### config.mk
export PLATFORM = sky130hd
export DESIGN_NAME = upca_pin_alloc
export DESIGN_NICKNAME = d
export VERILOG_FILES = /design/src/design/upca_pkg.sv /design/src/design/upca_pin_alloc.sv /design/src/design/upca_pin_sync.sv
export SDC_FILE = /design/constraint.sdc
export NUM_CORES = 1
export LEC_CHECK = 0
export ABC_AREA = 1
export ABC_CLOCK_PERIOD_IN_PS = 2000
export BUFFER_PORTS_ARGS = -buffer_cell sky130_fd_sc_hd__buf_2
export CAP_MARGIN = 20
export CORE_AREA = 2 2 127 129
export DETAILED_ROUTE_END_ITERATION = 10
export DIE_AREA = 0 0 129 131
export GPL_TIMING_DRIVEN = 0
export HOLD_SLACK_MARGIN = 0.12
export PLACE_DENSITY = 0.53
export SYNTH_ARGS = -nofsm -noshare
export SYNTH_HDL_FRONTEND = slang
export SYNTH_HIERARCHICAL = 1
export SYNTH_SLANG_ARGS = --single-unit
### constraint.sdc
create_clock -name i_sys_clk -period 2 [get_ports i_sys_clk]
set_input_delay 0.4 -clock i_sys_clk [delete_from_list [all_inputs] [get_ports i_sys_clk]]
set_output_delay 0.4 -clock i_sys_clk [all_outputs]
set_load 0.02 [all_outputs]
### src/design/upca_pkg.sv
// constants and types for the user pin control allocation block
package upca_pkg;
  localparam int NUM_PINS = 4;
  localparam int NUM_FN = 7;
  localparam int SRC_W = 2;
  localparam int PIN_IDX_W = 2;
  // function indices
  localparam int FN_REF_CLOCK_SELECT = 0;
  localparam int FN_PLL_BYPASS = 1;
  localparam int FN_OUTPUT_ENABLE_W = 2;
  localparam int FN_OUTPUT_ENABLE_X = 3;
  localparam int FN_OUTPUT_ENABLE_Y = 4;
  localparam int FN_OUTPUT_ENABLE_Z = 5;
  localparam int FN_SYNC_GATE = 6;
  // source codes of a function
  localparam logic [1:0] SRC_FIXED = 2'h0;
  localparam logic [1:0] SRC_PIN = 2'h1;
  localparam logic [1:0] SRC_SERIAL = 2'h2;
  // fixed pin roles
  localparam int PIN_LOCK = 0;
  localparam int PIN_SDA = 1;
  localparam int PIN_SCL = 2;
  localparam int NUM_BIDIR = 2;
  // control values
  localparam logic REF_CLOCK_SELECT_INPUT_A = 1'h0;
  localparam logic PLL_BYPASSED = 1'h0;
  localparam logic PLL_ACTIVE = 1'h1;
  // reset values
  localparam logic [NUM_FN-1:0] FN_RST = 7'h02;
  localparam logic [NUM_PINS-1:0] CFG_ACT_LOW_RST = 4'h0;
  localparam logic [NUM_PINS-1:0] CFG_PULL_UP_RST = 4'hf;
  localparam logic [NUM_FN*SRC_W-1:0] CFG_SRC_RST = 14'h0000;
  localparam logic [NUM_FN*PIN_IDX_W-1:0] CFG_PIN_RST = 14'h0000;
  // power-up reset stretch
  localparam int POR_TIME_NS = 1000;
  localparam int CLK_PERIOD_NS = 4;
  localparam int POR_CYCLES = (POR_TIME_NS + CLK_PERIOD_NS - 1)
                              / CLK_PERIOD_NS;
  localparam int POR_CNT_W = 9;
  typedef enum logic [1:0] {
    RST_HOLD,
    RST_COUNT,
    RST_RUN
  } upca_rst_state_type;
endpackage

### src/design/upca_pin_alloc.sv
// user pin allocation: reset sequencing, pin sampling, control muxing
//
// Notes on behaviour
// An internal reset is produced at power-up without any external pin.
// The board pulls the reset pin low to request an external reset.
// During reset all dividers are cleared and the PLL is forced unlocked.
// Reset leaves direct fan-out outputs without division enabled; the code disables them until two clocks after the reset pin rises.
// Each user pin has its own polarity and pull-up or pull-down choice.
// Only pins zero and one can drive; pins two and three are input-only.
// Pin allocation comes from nonvolatile configuration and is applied.
// Every control but the sync gate may come from serial or a fixed bit.
// Serial control works only when its clock and data are allocated.
// With serial enabled, clock comes from pin two and data from pin one.
// Reference select picks input A at 0 and input B at 1.
// PLL bypass control bypasses the PLL at 0 and runs it at 1.
// Unpinned PLL bypass follows serial only if its config bit is 1.
// Each control has exactly one source chosen by its allocation.
// Active-low pins are inverted on input and on status output.
`timescale 1ns/10ps
module upca_pin_alloc #(
  parameter int POR_CYCLES_P = upca_pkg::POR_CYCLES
) (
  input wire logic i_sys_clk,
  input wire logic i_rst_b,
  input wire logic [upca_pkg::NUM_PINS-1:0] i_user_pin,
  output logic [upca_pkg::NUM_BIDIR-1:0] o_user_pin,
  output logic [upca_pkg::NUM_BIDIR-1:0] o_user_pin_oe,
  output logic [upca_pkg::NUM_PINS-1:0] o_user_pull_up,
  output logic [upca_pkg::NUM_PINS-1:0] o_user_pull_dn,
  input wire logic [upca_pkg::NUM_PINS-1:0] i_nv_act_low,
  input wire logic [upca_pkg::NUM_PINS-1:0] i_nv_pull_up,
  input wire logic [upca_pkg::NUM_FN*upca_pkg::SRC_W-1:0] i_nv_fn_src,
  input wire logic [upca_pkg::NUM_FN*upca_pkg::PIN_IDX_W-1:0] i_nv_fn_pin,
  input wire logic [upca_pkg::NUM_FN-1:0] i_nv_fn_fixed,
  input wire logic i_nv_serial_en,
  input wire logic i_nv_lock_on_pin,
  input wire logic i_nv_fanout_direct,
  input wire logic [upca_pkg::NUM_FN-1:0] i_ser_ctrl,
  input wire logic i_ser_sda_pull,
  input wire logic i_pll_lock,
  output logic o_ser_enable,
  output logic o_ser_scl,
  output logic o_ser_sda,
  output logic o_ref_clock_select,
  output logic o_pll_bypass,
  output logic o_output_enable_w,
  output logic o_output_enable_x,
  output logic o_output_enable_y,
  output logic o_output_enable_z,
  output logic o_sync_gate_control,
  output logic o_core_rst_b,
  output logic o_div_clear,
  output logic o_pll_unlock_force,
  output logic o_out_disable_rst
);
  import upca_pkg::*;

  localparam logic [POR_CNT_W-1:0] POR_LAST =
    POR_CNT_W'(POR_CYCLES_P - 1);

  // reset sequencer
  upca_rst_state_type rst_state_q;
  upca_rst_state_type rst_state_d;
  logic [POR_CNT_W-1:0] por_cnt_q;
  logic [POR_CNT_W-1:0] por_cnt_d;
  logic running;

  always_comb begin
    rst_state_d = rst_state_q;
    por_cnt_d = por_cnt_q;
    case (rst_state_q)
      RST_HOLD: begin
        por_cnt_d = '0;
        rst_state_d = RST_COUNT;
      end
      RST_COUNT: begin
        // stretch internal reset
        if (por_cnt_q == POR_LAST) begin
          rst_state_d = RST_RUN;
        end else begin
          por_cnt_d = por_cnt_q + POR_CNT_W'(1);
        end
      end
      RST_RUN: begin
        rst_state_d = RST_RUN;
      end
      default: begin
        rst_state_d = RST_HOLD;
      end
    endcase
  end

  // low on reset pin restarts sequence
  always_ff @(posedge i_sys_clk or negedge i_rst_b) begin
    if (!i_rst_b) begin
      rst_state_q <= RST_HOLD;
      por_cnt_q <= '0;
    end else begin
      rst_state_q <= rst_state_d;
      por_cnt_q <= por_cnt_d;
    end
  end

  assign running = (rst_state_q == RST_RUN);

  // configuration snapshot, caught after reset release
  logic [NUM_PINS-1:0] cfg_act_low_q;
  logic [NUM_PINS-1:0] cfg_act_low_d;
  logic [NUM_PINS-1:0] cfg_pull_up_q;
  logic [NUM_PINS-1:0] cfg_pull_up_d;
  logic [NUM_FN*SRC_W-1:0] cfg_src_q;
  logic [NUM_FN*SRC_W-1:0] cfg_src_d;
  logic [NUM_FN*PIN_IDX_W-1:0] cfg_pin_q;
  logic [NUM_FN*PIN_IDX_W-1:0] cfg_pin_d;
  logic [NUM_FN-1:0] cfg_fixed_q;
  logic [NUM_FN-1:0] cfg_fixed_d;
  logic cfg_ser_q;
  logic cfg_ser_d;
  logic cfg_lock_q;
  logic cfg_lock_d;
  logic cfg_fanout_q;
  logic cfg_fanout_d;

  always_comb begin
    cfg_act_low_d = cfg_act_low_q;
    cfg_pull_up_d = cfg_pull_up_q;
    cfg_src_d = cfg_src_q;
    cfg_pin_d = cfg_pin_q;
    cfg_fixed_d = cfg_fixed_q;
    cfg_ser_d = cfg_ser_q;
    cfg_lock_d = cfg_lock_q;
    cfg_fanout_d = cfg_fanout_q;
    // load allocation from storage
    if (!running) begin
      cfg_act_low_d = i_nv_act_low;
      cfg_pull_up_d = i_nv_pull_up;
      cfg_src_d = i_nv_fn_src;
      cfg_pin_d = i_nv_fn_pin;
      cfg_fixed_d = i_nv_fn_fixed;
      cfg_ser_d = i_nv_serial_en;
      cfg_lock_d = i_nv_lock_on_pin;
      cfg_fanout_d = i_nv_fanout_direct;
    end
  end

  // held stable while running: no glitchy reallocation mid-operation
  always_ff @(posedge i_sys_clk or negedge i_rst_b) begin
    if (!i_rst_b) begin
      cfg_act_low_q <= CFG_ACT_LOW_RST;
      cfg_pull_up_q <= CFG_PULL_UP_RST;
      cfg_src_q <= CFG_SRC_RST;
      cfg_pin_q <= CFG_PIN_RST;
      cfg_fixed_q <= FN_RST;
      cfg_ser_q <= 1'h0;
      cfg_lock_q <= 1'h0;
      cfg_fanout_q <= 1'h0;
    end else begin
      cfg_act_low_q <= cfg_act_low_d;
      cfg_pull_up_q <= cfg_pull_up_d;
      cfg_src_q <= cfg_src_d;
      cfg_pin_q <= cfg_pin_d;
      cfg_fixed_q <= cfg_fixed_d;
      cfg_ser_q <= cfg_ser_d;
      cfg_lock_q <= cfg_lock_d;
      cfg_fanout_q <= cfg_fanout_d;
    end
  end

  // pin sampling
  logic [NUM_PINS-1:0] pin_raw;
  logic [NUM_PINS-1:0] pin_lvl;
  logic [NUM_PINS-1:0] pin_taken;
  logic lock_meta_q;
  logic lock_sync_q;

  generate
    for (genvar p = 0; p < NUM_PINS; p++) begin : g_pin
      upca_pin_sync u_sync (
        .i_sys_clk (i_sys_clk),
        .i_rst_b (i_rst_b),
        .i_pin (i_user_pin[p]),
        // per-pin polarity
        .i_act_low (cfg_act_low_q[p]),
        .o_raw (pin_raw[p]),
        .o_level (pin_lvl[p])
      );
    end
  endgenerate

  // pins claimed by the serial link are not free for controls
  always_comb begin
    pin_taken = '0;
    // clock on pin two, data on pin one
    if (cfg_ser_q) begin
      pin_taken[PIN_SCL] = 1'h1;
      pin_taken[PIN_SDA] = 1'h1;
    end
  end

  // lock comes from the analog loop, so synchronise it
  always_ff @(posedge i_sys_clk or negedge i_rst_b) begin
    if (!i_rst_b) begin
      lock_meta_q <= 1'h0;
      lock_sync_q <= 1'h0;
    end else begin
      lock_meta_q <= i_pll_lock;
      lock_sync_q <= lock_meta_q;
    end
  end

  // control source selection
  logic [NUM_FN-1:0] fn_d;
  logic [NUM_FN-1:0] fn_q;

  generate
    for (genvar f = 0; f < NUM_FN; f++) begin : g_fn
      logic [SRC_W-1:0] src;
      logic [PIN_IDX_W-1:0] pidx;
      logic fn_bit;
      always_comb begin
        src = cfg_src_q[f*SRC_W +: SRC_W];
        pidx = cfg_pin_q[f*PIN_IDX_W +: PIN_IDX_W];
        // one source per control
        case (src)
          SRC_PIN: begin
            // a pin held by the serial link falls back to fixed
            if (pin_taken[pidx]) begin
              fn_bit = cfg_fixed_q[f];
            end else begin
              // corrected level drives control
              fn_bit = pin_lvl[pidx];
            end
          end
          SRC_SERIAL: begin
            // serial drive, never the sync gate
            if (f == FN_SYNC_GATE) begin
              fn_bit = cfg_fixed_q[f];
            // bypass serial needs config bit one
            end else if (f == FN_PLL_BYPASS && !cfg_fixed_q[f]) begin
              fn_bit = cfg_fixed_q[f];
            // serial only when pins allocated
            end else if (!cfg_ser_q) begin
              fn_bit = cfg_fixed_q[f];
            end else begin
              fn_bit = i_ser_ctrl[f];
            end
          end
          SRC_FIXED: begin
            // fixed value from storage
            fn_bit = cfg_fixed_q[f];
          end
          default: begin
            fn_bit = cfg_fixed_q[f];
          end
        endcase
        if (!running) begin
          fn_bit = FN_RST[f];
        end
      end
      // one process per bit would multiply drive the vector
      assign fn_d[f] = fn_bit;
    end
  endgenerate

  always_ff @(posedge i_sys_clk or negedge i_rst_b) begin
    if (!i_rst_b) begin
      fn_q <= FN_RST;
    end else begin
      fn_q <= fn_d;
    end
  end

  // 0 selects input A, 1 input B
  assign o_ref_clock_select = fn_q[FN_REF_CLOCK_SELECT];
  // 0 bypasses, 1 keeps PLL
  assign o_pll_bypass = fn_q[FN_PLL_BYPASS];
  assign o_output_enable_w = fn_q[FN_OUTPUT_ENABLE_W];
  assign o_output_enable_x = fn_q[FN_OUTPUT_ENABLE_X];
  assign o_output_enable_y = fn_q[FN_OUTPUT_ENABLE_Y];
  assign o_output_enable_z = fn_q[FN_OUTPUT_ENABLE_Z];
  assign o_sync_gate_control = fn_q[FN_SYNC_GATE];

  // pin drivers, serial taps and reset outputs
  logic [NUM_BIDIR-1:0] pout_d;
  logic [NUM_BIDIR-1:0] pout_q;
  logic [NUM_BIDIR-1:0] poe_d;
  logic [NUM_BIDIR-1:0] poe_q;
  logic [NUM_PINS-1:0] pu_d;
  logic [NUM_PINS-1:0] pu_q;
  logic [NUM_PINS-1:0] pd_d;
  logic [NUM_PINS-1:0] pd_q;
  logic ser_en_d;
  logic ser_en_q;
  logic scl_d;
  logic scl_q;
  logic sda_d;
  logic sda_q;
  logic rst_o_d;
  logic rst_o_q;
  logic odis_d;
  logic odis_q;

  always_comb begin
    // pull direction per pin
    pu_d = cfg_pull_up_q;
    pd_d = ~cfg_pull_up_q;
    // only pins zero and one drive
    pout_d = '0;
    poe_d = '0;
    if (running && cfg_lock_q) begin
      // status follows pin polarity
      pout_d[PIN_LOCK] = lock_sync_q ^ cfg_act_low_q[PIN_LOCK];
      poe_d[PIN_LOCK] = 1'h1;
    end
    // open-drain data: only ever pull low
    if (running && cfg_ser_q && i_ser_sda_pull) begin
      pout_d[PIN_SDA] = 1'h0;
      poe_d[PIN_SDA] = 1'h1;
    end
    // link idle high unless allocated
    ser_en_d = running && cfg_ser_q;
    scl_d = 1'h1;
    sda_d = 1'h1;
    if (ser_en_d) begin
      // raw pin levels to the link
      scl_d = pin_raw[PIN_SCL];
      sda_d = pin_raw[PIN_SDA];
    end
    // clear dividers, drop lock
    rst_o_d = running;
    // direct fan-out survives the internal stretch, not the reset pin hold
    odis_d = !running && !cfg_fanout_q;
  end

  always_ff @(posedge i_sys_clk or negedge i_rst_b) begin
    if (!i_rst_b) begin
      pout_q <= '0;
      poe_q <= '0;
      pu_q <= CFG_PULL_UP_RST;
      pd_q <= ~CFG_PULL_UP_RST;
      ser_en_q <= 1'h0;
      scl_q <= 1'h1;
      sda_q <= 1'h1;
      rst_o_q <= 1'h0;
      odis_q <= 1'h1;
    end else begin
      pout_q <= pout_d;
      poe_q <= poe_d;
      pu_q <= pu_d;
      pd_q <= pd_d;
      ser_en_q <= ser_en_d;
      scl_q <= scl_d;
      sda_q <= sda_d;
      rst_o_q <= rst_o_d;
      odis_q <= odis_d;
    end
  end

  assign o_user_pin = pout_q;
  assign o_user_pin_oe = poe_q;
  assign o_user_pull_up = pu_q;
  assign o_user_pull_dn = pd_q;
  assign o_ser_enable = ser_en_q;
  assign o_ser_scl = scl_q;
  assign o_ser_sda = sda_q;
  assign o_core_rst_b = rst_o_q;
  assign o_div_clear = !rst_o_q;
  assign o_pll_unlock_force = !rst_o_q;
  assign o_out_disable_rst = odis_q;
endmodule

### src/design/upca_pin_sync.sv
// two-stage synchroniser for one user pin with polarity correction
`timescale 1ns/10ps
module upca_pin_sync (
  input wire logic i_sys_clk,
  input wire logic i_rst_b,
  input wire logic i_pin,
  input wire logic i_act_low,
  output logic o_raw,
  output logic o_level
);
  logic meta_q;
  logic meta_d;
  logic sync_q;
  logic sync_d;
  logic lvl_q;
  logic lvl_d;

  always_comb begin
    meta_d = i_pin;
    sync_d = meta_q;
    // invert active-low pins
    lvl_d = sync_q ^ i_act_low;
  end

  always_ff @(posedge i_sys_clk or negedge i_rst_b) begin
    if (!i_rst_b) begin
      meta_q <= 1'h0;
      sync_q <= 1'h0;
      lvl_q <= 1'h0;
    end else begin
      meta_q <= meta_d;
      sync_q <= sync_d;
      lvl_q <= lvl_d;
    end
  end

  assign o_raw = sync_q;
  assign o_level = lvl_q;
endmodule

==> impl_metrics.sql <==
INSERT INTO impl_metrics (metric_group, metric, value, unit) VALUES
('outcome', 'run_status', 'finished, final reports clean', ''),
('global_routing', 'grt_antenna_before_repair', '0', ''),
('cts', 'tritoncts.num_buffers', '9', ''),
('timing', 'slew_headroom', '0.5232', ''),
('layout', 'stdcell_area', '5304', 'um^2'),
('power', 'power_density', '776.8', 'nW/um^2'),
('setup_path', 'endpoint_kind', 'flip-flop', ''),
('timing', 'post_route_skew', '11.02', 'ps'),
('placed_design', 'dp.final_hpwl', '7.705', 'mm'),
('setup_path', 'regToRegStartpoint', 'rst_state_q[0]', ''),
('global_routing', 'total_global_route_track_usage', '0.1351', ''),
('timing', 'timing.final.crit_share', '0.9273', ''),
('routing', 'routed_wirelength', '10.85', 'mm'),
('power', 'total_leakage_power', '0.002846', 'uW'),
('floorplanning', 'io-pin-count', '87', ''),
('cts', 'clock-sinks', '94', ''),
('cts', 'worst_skew_pair_later_pin_latency', '350', 'ps'),
('synthesis', 'post_synthesis_cell_count', '498', ''),
('timing', 'rsz_0062_raised_after_global_routing', 'no', ''),
('synthesis', 'synth_sequential_area_ratio', '0.5540', ''),
('synthesis', 'synth.net_count', '576', ''),
('routing', 'detail_route.iter0.violations', '238', ''),
('timing', 'setup_viol', '0', ''),
('timing', 'slew_viol_final', '0', ''),
('synthesis', 'post_synth_instance_area', '4275', 'um^2'),
('cts', 'cts_tree', 'done', ''),
('floorplanning', 'coreArea', '15600', 'um^2'),
('cts', 'cts_root_buf', 'clkbuf_16', ''),
('layout', 'fillerInstances', '1599', ''),
('power', 'post-layout-total-power', '4120', 'uW'),
('power', 'power.ir.vdd_worst', '0.3699', 'mV'),
('setup_path', 'crit_required', '2260', 'ps'),
('min_path', 'type_of_the_most_critical_hold_path', 'in2async', ''),
('global_routing', 'pin_count_of_the_biggest_net_entering_global_routing', '54', ''),
('placed_design', 'placed_cell_area', '4996', 'um^2'),
('setup_path', 'cp-start-kind', 'flip-flop', ''),
('timing', 'period_needed', '1855', 'ps'),
('cts', 'cts-htree-levels', '3', ''),
('routing', 'route.vias.total', '3514', ''),
('setup_path', 'cp_max_fo', '10', ''),
('floorplanning', 'initial_core_util', '0.2741', ''),
('cts', 'clock_tree.buffer_depth', '2', ''),
('cts', 'cts.hold.buffers_added', '0', ''),
('floorplanning', 'die_area', '16900', 'um^2'),
('routing', 'drt-pass1-iter-count', '4', ''),
('floorplanning', 'die_w', '129', 'um'),
('synthesis', 'yosys_register_bits', '94', ''),
('setup_path', 'crit_type', 'reg2reg', ''),
('layout', 'final_layout_size_suffix_gt1_frac', '0.2237', ''),
('run', 'cap_violations', '0', ''),
('placed_design', 'gp_routability_congestion', '0.8221', ''),
('routing', 'drt_drc_violations_left', '0', ''),
('routing', 'avgRoutedWirePerCell', '13.31', 'um'),
('synthesis', 'synth.yosys.warnings', '6', ''),
('layout', 'antenna_cells', '0', ''),
('timing', 'finalHoldViolations', '0', ''),
('cts', 'cts.repair_timing.setup_buffer_count', '0', ''),
('synthesis', 'postSynthAreaPerCell', '8.585', 'um^2'),
('setup_path', 'setup.worst_path.start', 'rst_state_q[0]', ''),
('placed_design', 'io_port_bufs', '84', ''),
('timing', 'worst_pin_slew', '715.2', 'ps'),
('floorplanning', 'fp.dieH', '131', 'um'),
('timing', 'max_freq', '539.2', 'MHz'),
('setup_path', 'critical_path_data_arrival_time', '2110', 'ps'),
('routing', 'drt-vias-per-instance', '4.312', ''),
('global_routing', 'first_global_vias', '3544', ''),
('floorplanning', 'rows', '46', ''),
('routing', 'drt.antenna.violating_nets', '0', ''),
('layout', 'postLayoutCoreUtil', '0.3400', ''),
('cts', 'clkTransAtPathRegs', '70', 'ps'),
('layout', 'design.final.nets', '672', ''),
('global_routing', 'total_grt_overflow', '0', ''),
('layout', 'areaGrowthSynthToFinish', '24.06', '%'),
('synthesis', 'yosys.cell_types.count', '28', ''),
('global_routing', 'grt_pass1_wl', '17.31', 'mm');
-- timing repair --
item / in CTS / in global routing
setup endpoints to repair: 0 / 8
resized for setup: 0 / 5
hold endpoints to repair: 0 / 0
-- flip-flops by register name, summed over array words and instances (netlist names), 2 cells and up --
register	cells
cfg_pin_q	14
cfg_src_q	14
por_cnt_q	9
cfg_fixed_q	7
fn_q	7
cfg_act_low_q	4
cfg_pull_up_q	4
g_pin.u_sync/meta_q	4
g_pin.u_sync/o_level	4
g_pin.u_sync/o_raw	4
o_user_pull_dn	4
o_user_pull_up	4
o_user_pin_oe	2
rst_state_q	2
-- worst max-delay path, cell delays in order (launching register included) --
cell and delay, ps:
dfrtp_1 360, inv_1 80, ha_1 230, clkbuf_2 220
inv_1 130, buf_2 240, buf_2 300, nand2_1 100
o21ai_0 100
-- power by group --
part	leakage [uW]	internal (uW)	switching [uW]
logic	0.00158	131	196
clock network	0.000146	1040	720
registers	0.00112	1980	54.5
-- cell families after synthesis --
group                    count (synthesis)  synth area share
other                                    1         0.0008771
XOR/XNOR                                 3          0.006147
buffers and inverters                   84           0.08106
flip-flops                              94            0.5540
AO/OA/AOI/OAI                           71           0.08575
AND/OR/NAND/NOR                        228            0.2224
adder cells (fa/ha/maj)                 17           0.04975
-- cells in the final DEF, fill, tap and decap left out, types with 2 or more instances in the layout --
cell type / count
dfstp_2: 13
buf_4: 3
nor2_1: 9
o22ai_1: 3
nand2_4: 2
or2_2: 2
dfrtp_1: 81
ha_1: 17
inv_1: 67
clkbuf_2: 3
o21ai_0: 50
clkbuf_8: 2
nor2_2: 2
buf_2: 91
clkbuf_16: 9
nand2_1: 168
clkbuf_1: 4
nand3_1: 34
nand4_1: 8
xor2_1: 3
a21oi_1: 14
-- per-stage QoR --
| step | worst slack (ps) | hold WS [ps] | std cells | setup TNS (ps) |
|---|---|---|---|---|
| after floorplan | 632.4 | 104.4 | 498 | 0 |
| after global placement | -466.7 | 333.7 | 798 | -37310 |
| after detailed placement | 66.95 | 334.7 | 799 | 0 |
| after CTS | 43.07 | 134.4 | 815 | 0 |
| after global routing | 10.16 | 141.6 | 815 | 0 |
| final | 145.4 | 121.4 | 815 | 0 |
-- per-layer routing --
metal  GRT usage  wire length (um)
met5           0                 0
met4     0.04923               124
met3     0.03624               518
met2      0.2337              5329
met1      0.1621              4873
-- cell usage after synthesis --
cell type	count	share of area
a21oi_1	14	0.016
buf_2	9	0.011
buf_4	2	0.0035
buf_8	1	0.0035
clkbuf_1	4	0.0035
clkbuf_2	1	0.0012
conb_1	1	0.00088
dfrtp_1	81	0.47
dfstp_2	13	0.080
ha_1	17	0.050
inv_1	67	0.059
nand2_1	168	0.15
nand2_2	1	0.0015
nand2_4	2	0.0053
nand3_1	34	0.040
nand3b_1	1	0.0018
nand4_1	8	0.012
nor2_1	9	0.0079
nor2_2	2	0.0029
nor3_1	1	0.0012
o211ai_1	1	0.0018
o21a_1	1	0.0018
o21ai_0	50	0.059
o21ai_1	1	0.0012
o22ai_1	3	0.0044
o31ai_1	1	0.0018
or2_2	2	0.0029
xor2_1	3	0.0061
-- path summary, 6_finish.rpt --
check	to	slack, ps	depth (start not counted)
max	cfg_pin_q[10]	150	8
min	o_user_pull_dn[1]	120	1
max reg2reg	cfg_pin_q[10]	150	8
min reg2reg	g_pin[1].u_sync/o_raw	350	0
max in group asynchronous	o_out_disable_rst	1170	2
min in group i_sys_clk	g_pin[0].u_sync/meta_q	160	1
-- final cells by class --
type / instances / area, um^2 / area share
multi-input cells: 320 / 1560 / 0.2942
flip-flops and latches: 94 / 2369 / 0.4466
plain buffers: 17 / 100.1 / 0.01887
well taps: 216 / 270.3 / 0.05096
clock buffers: 13 / 260.3 / 0.04907
inverters: 67 / 251.5 / 0.04742
repair buffers: 85 / 450.4 / 0.08493
clock inverters: 3 / 42.54 / 0.008021
Power figures use the tool's default switching activity.
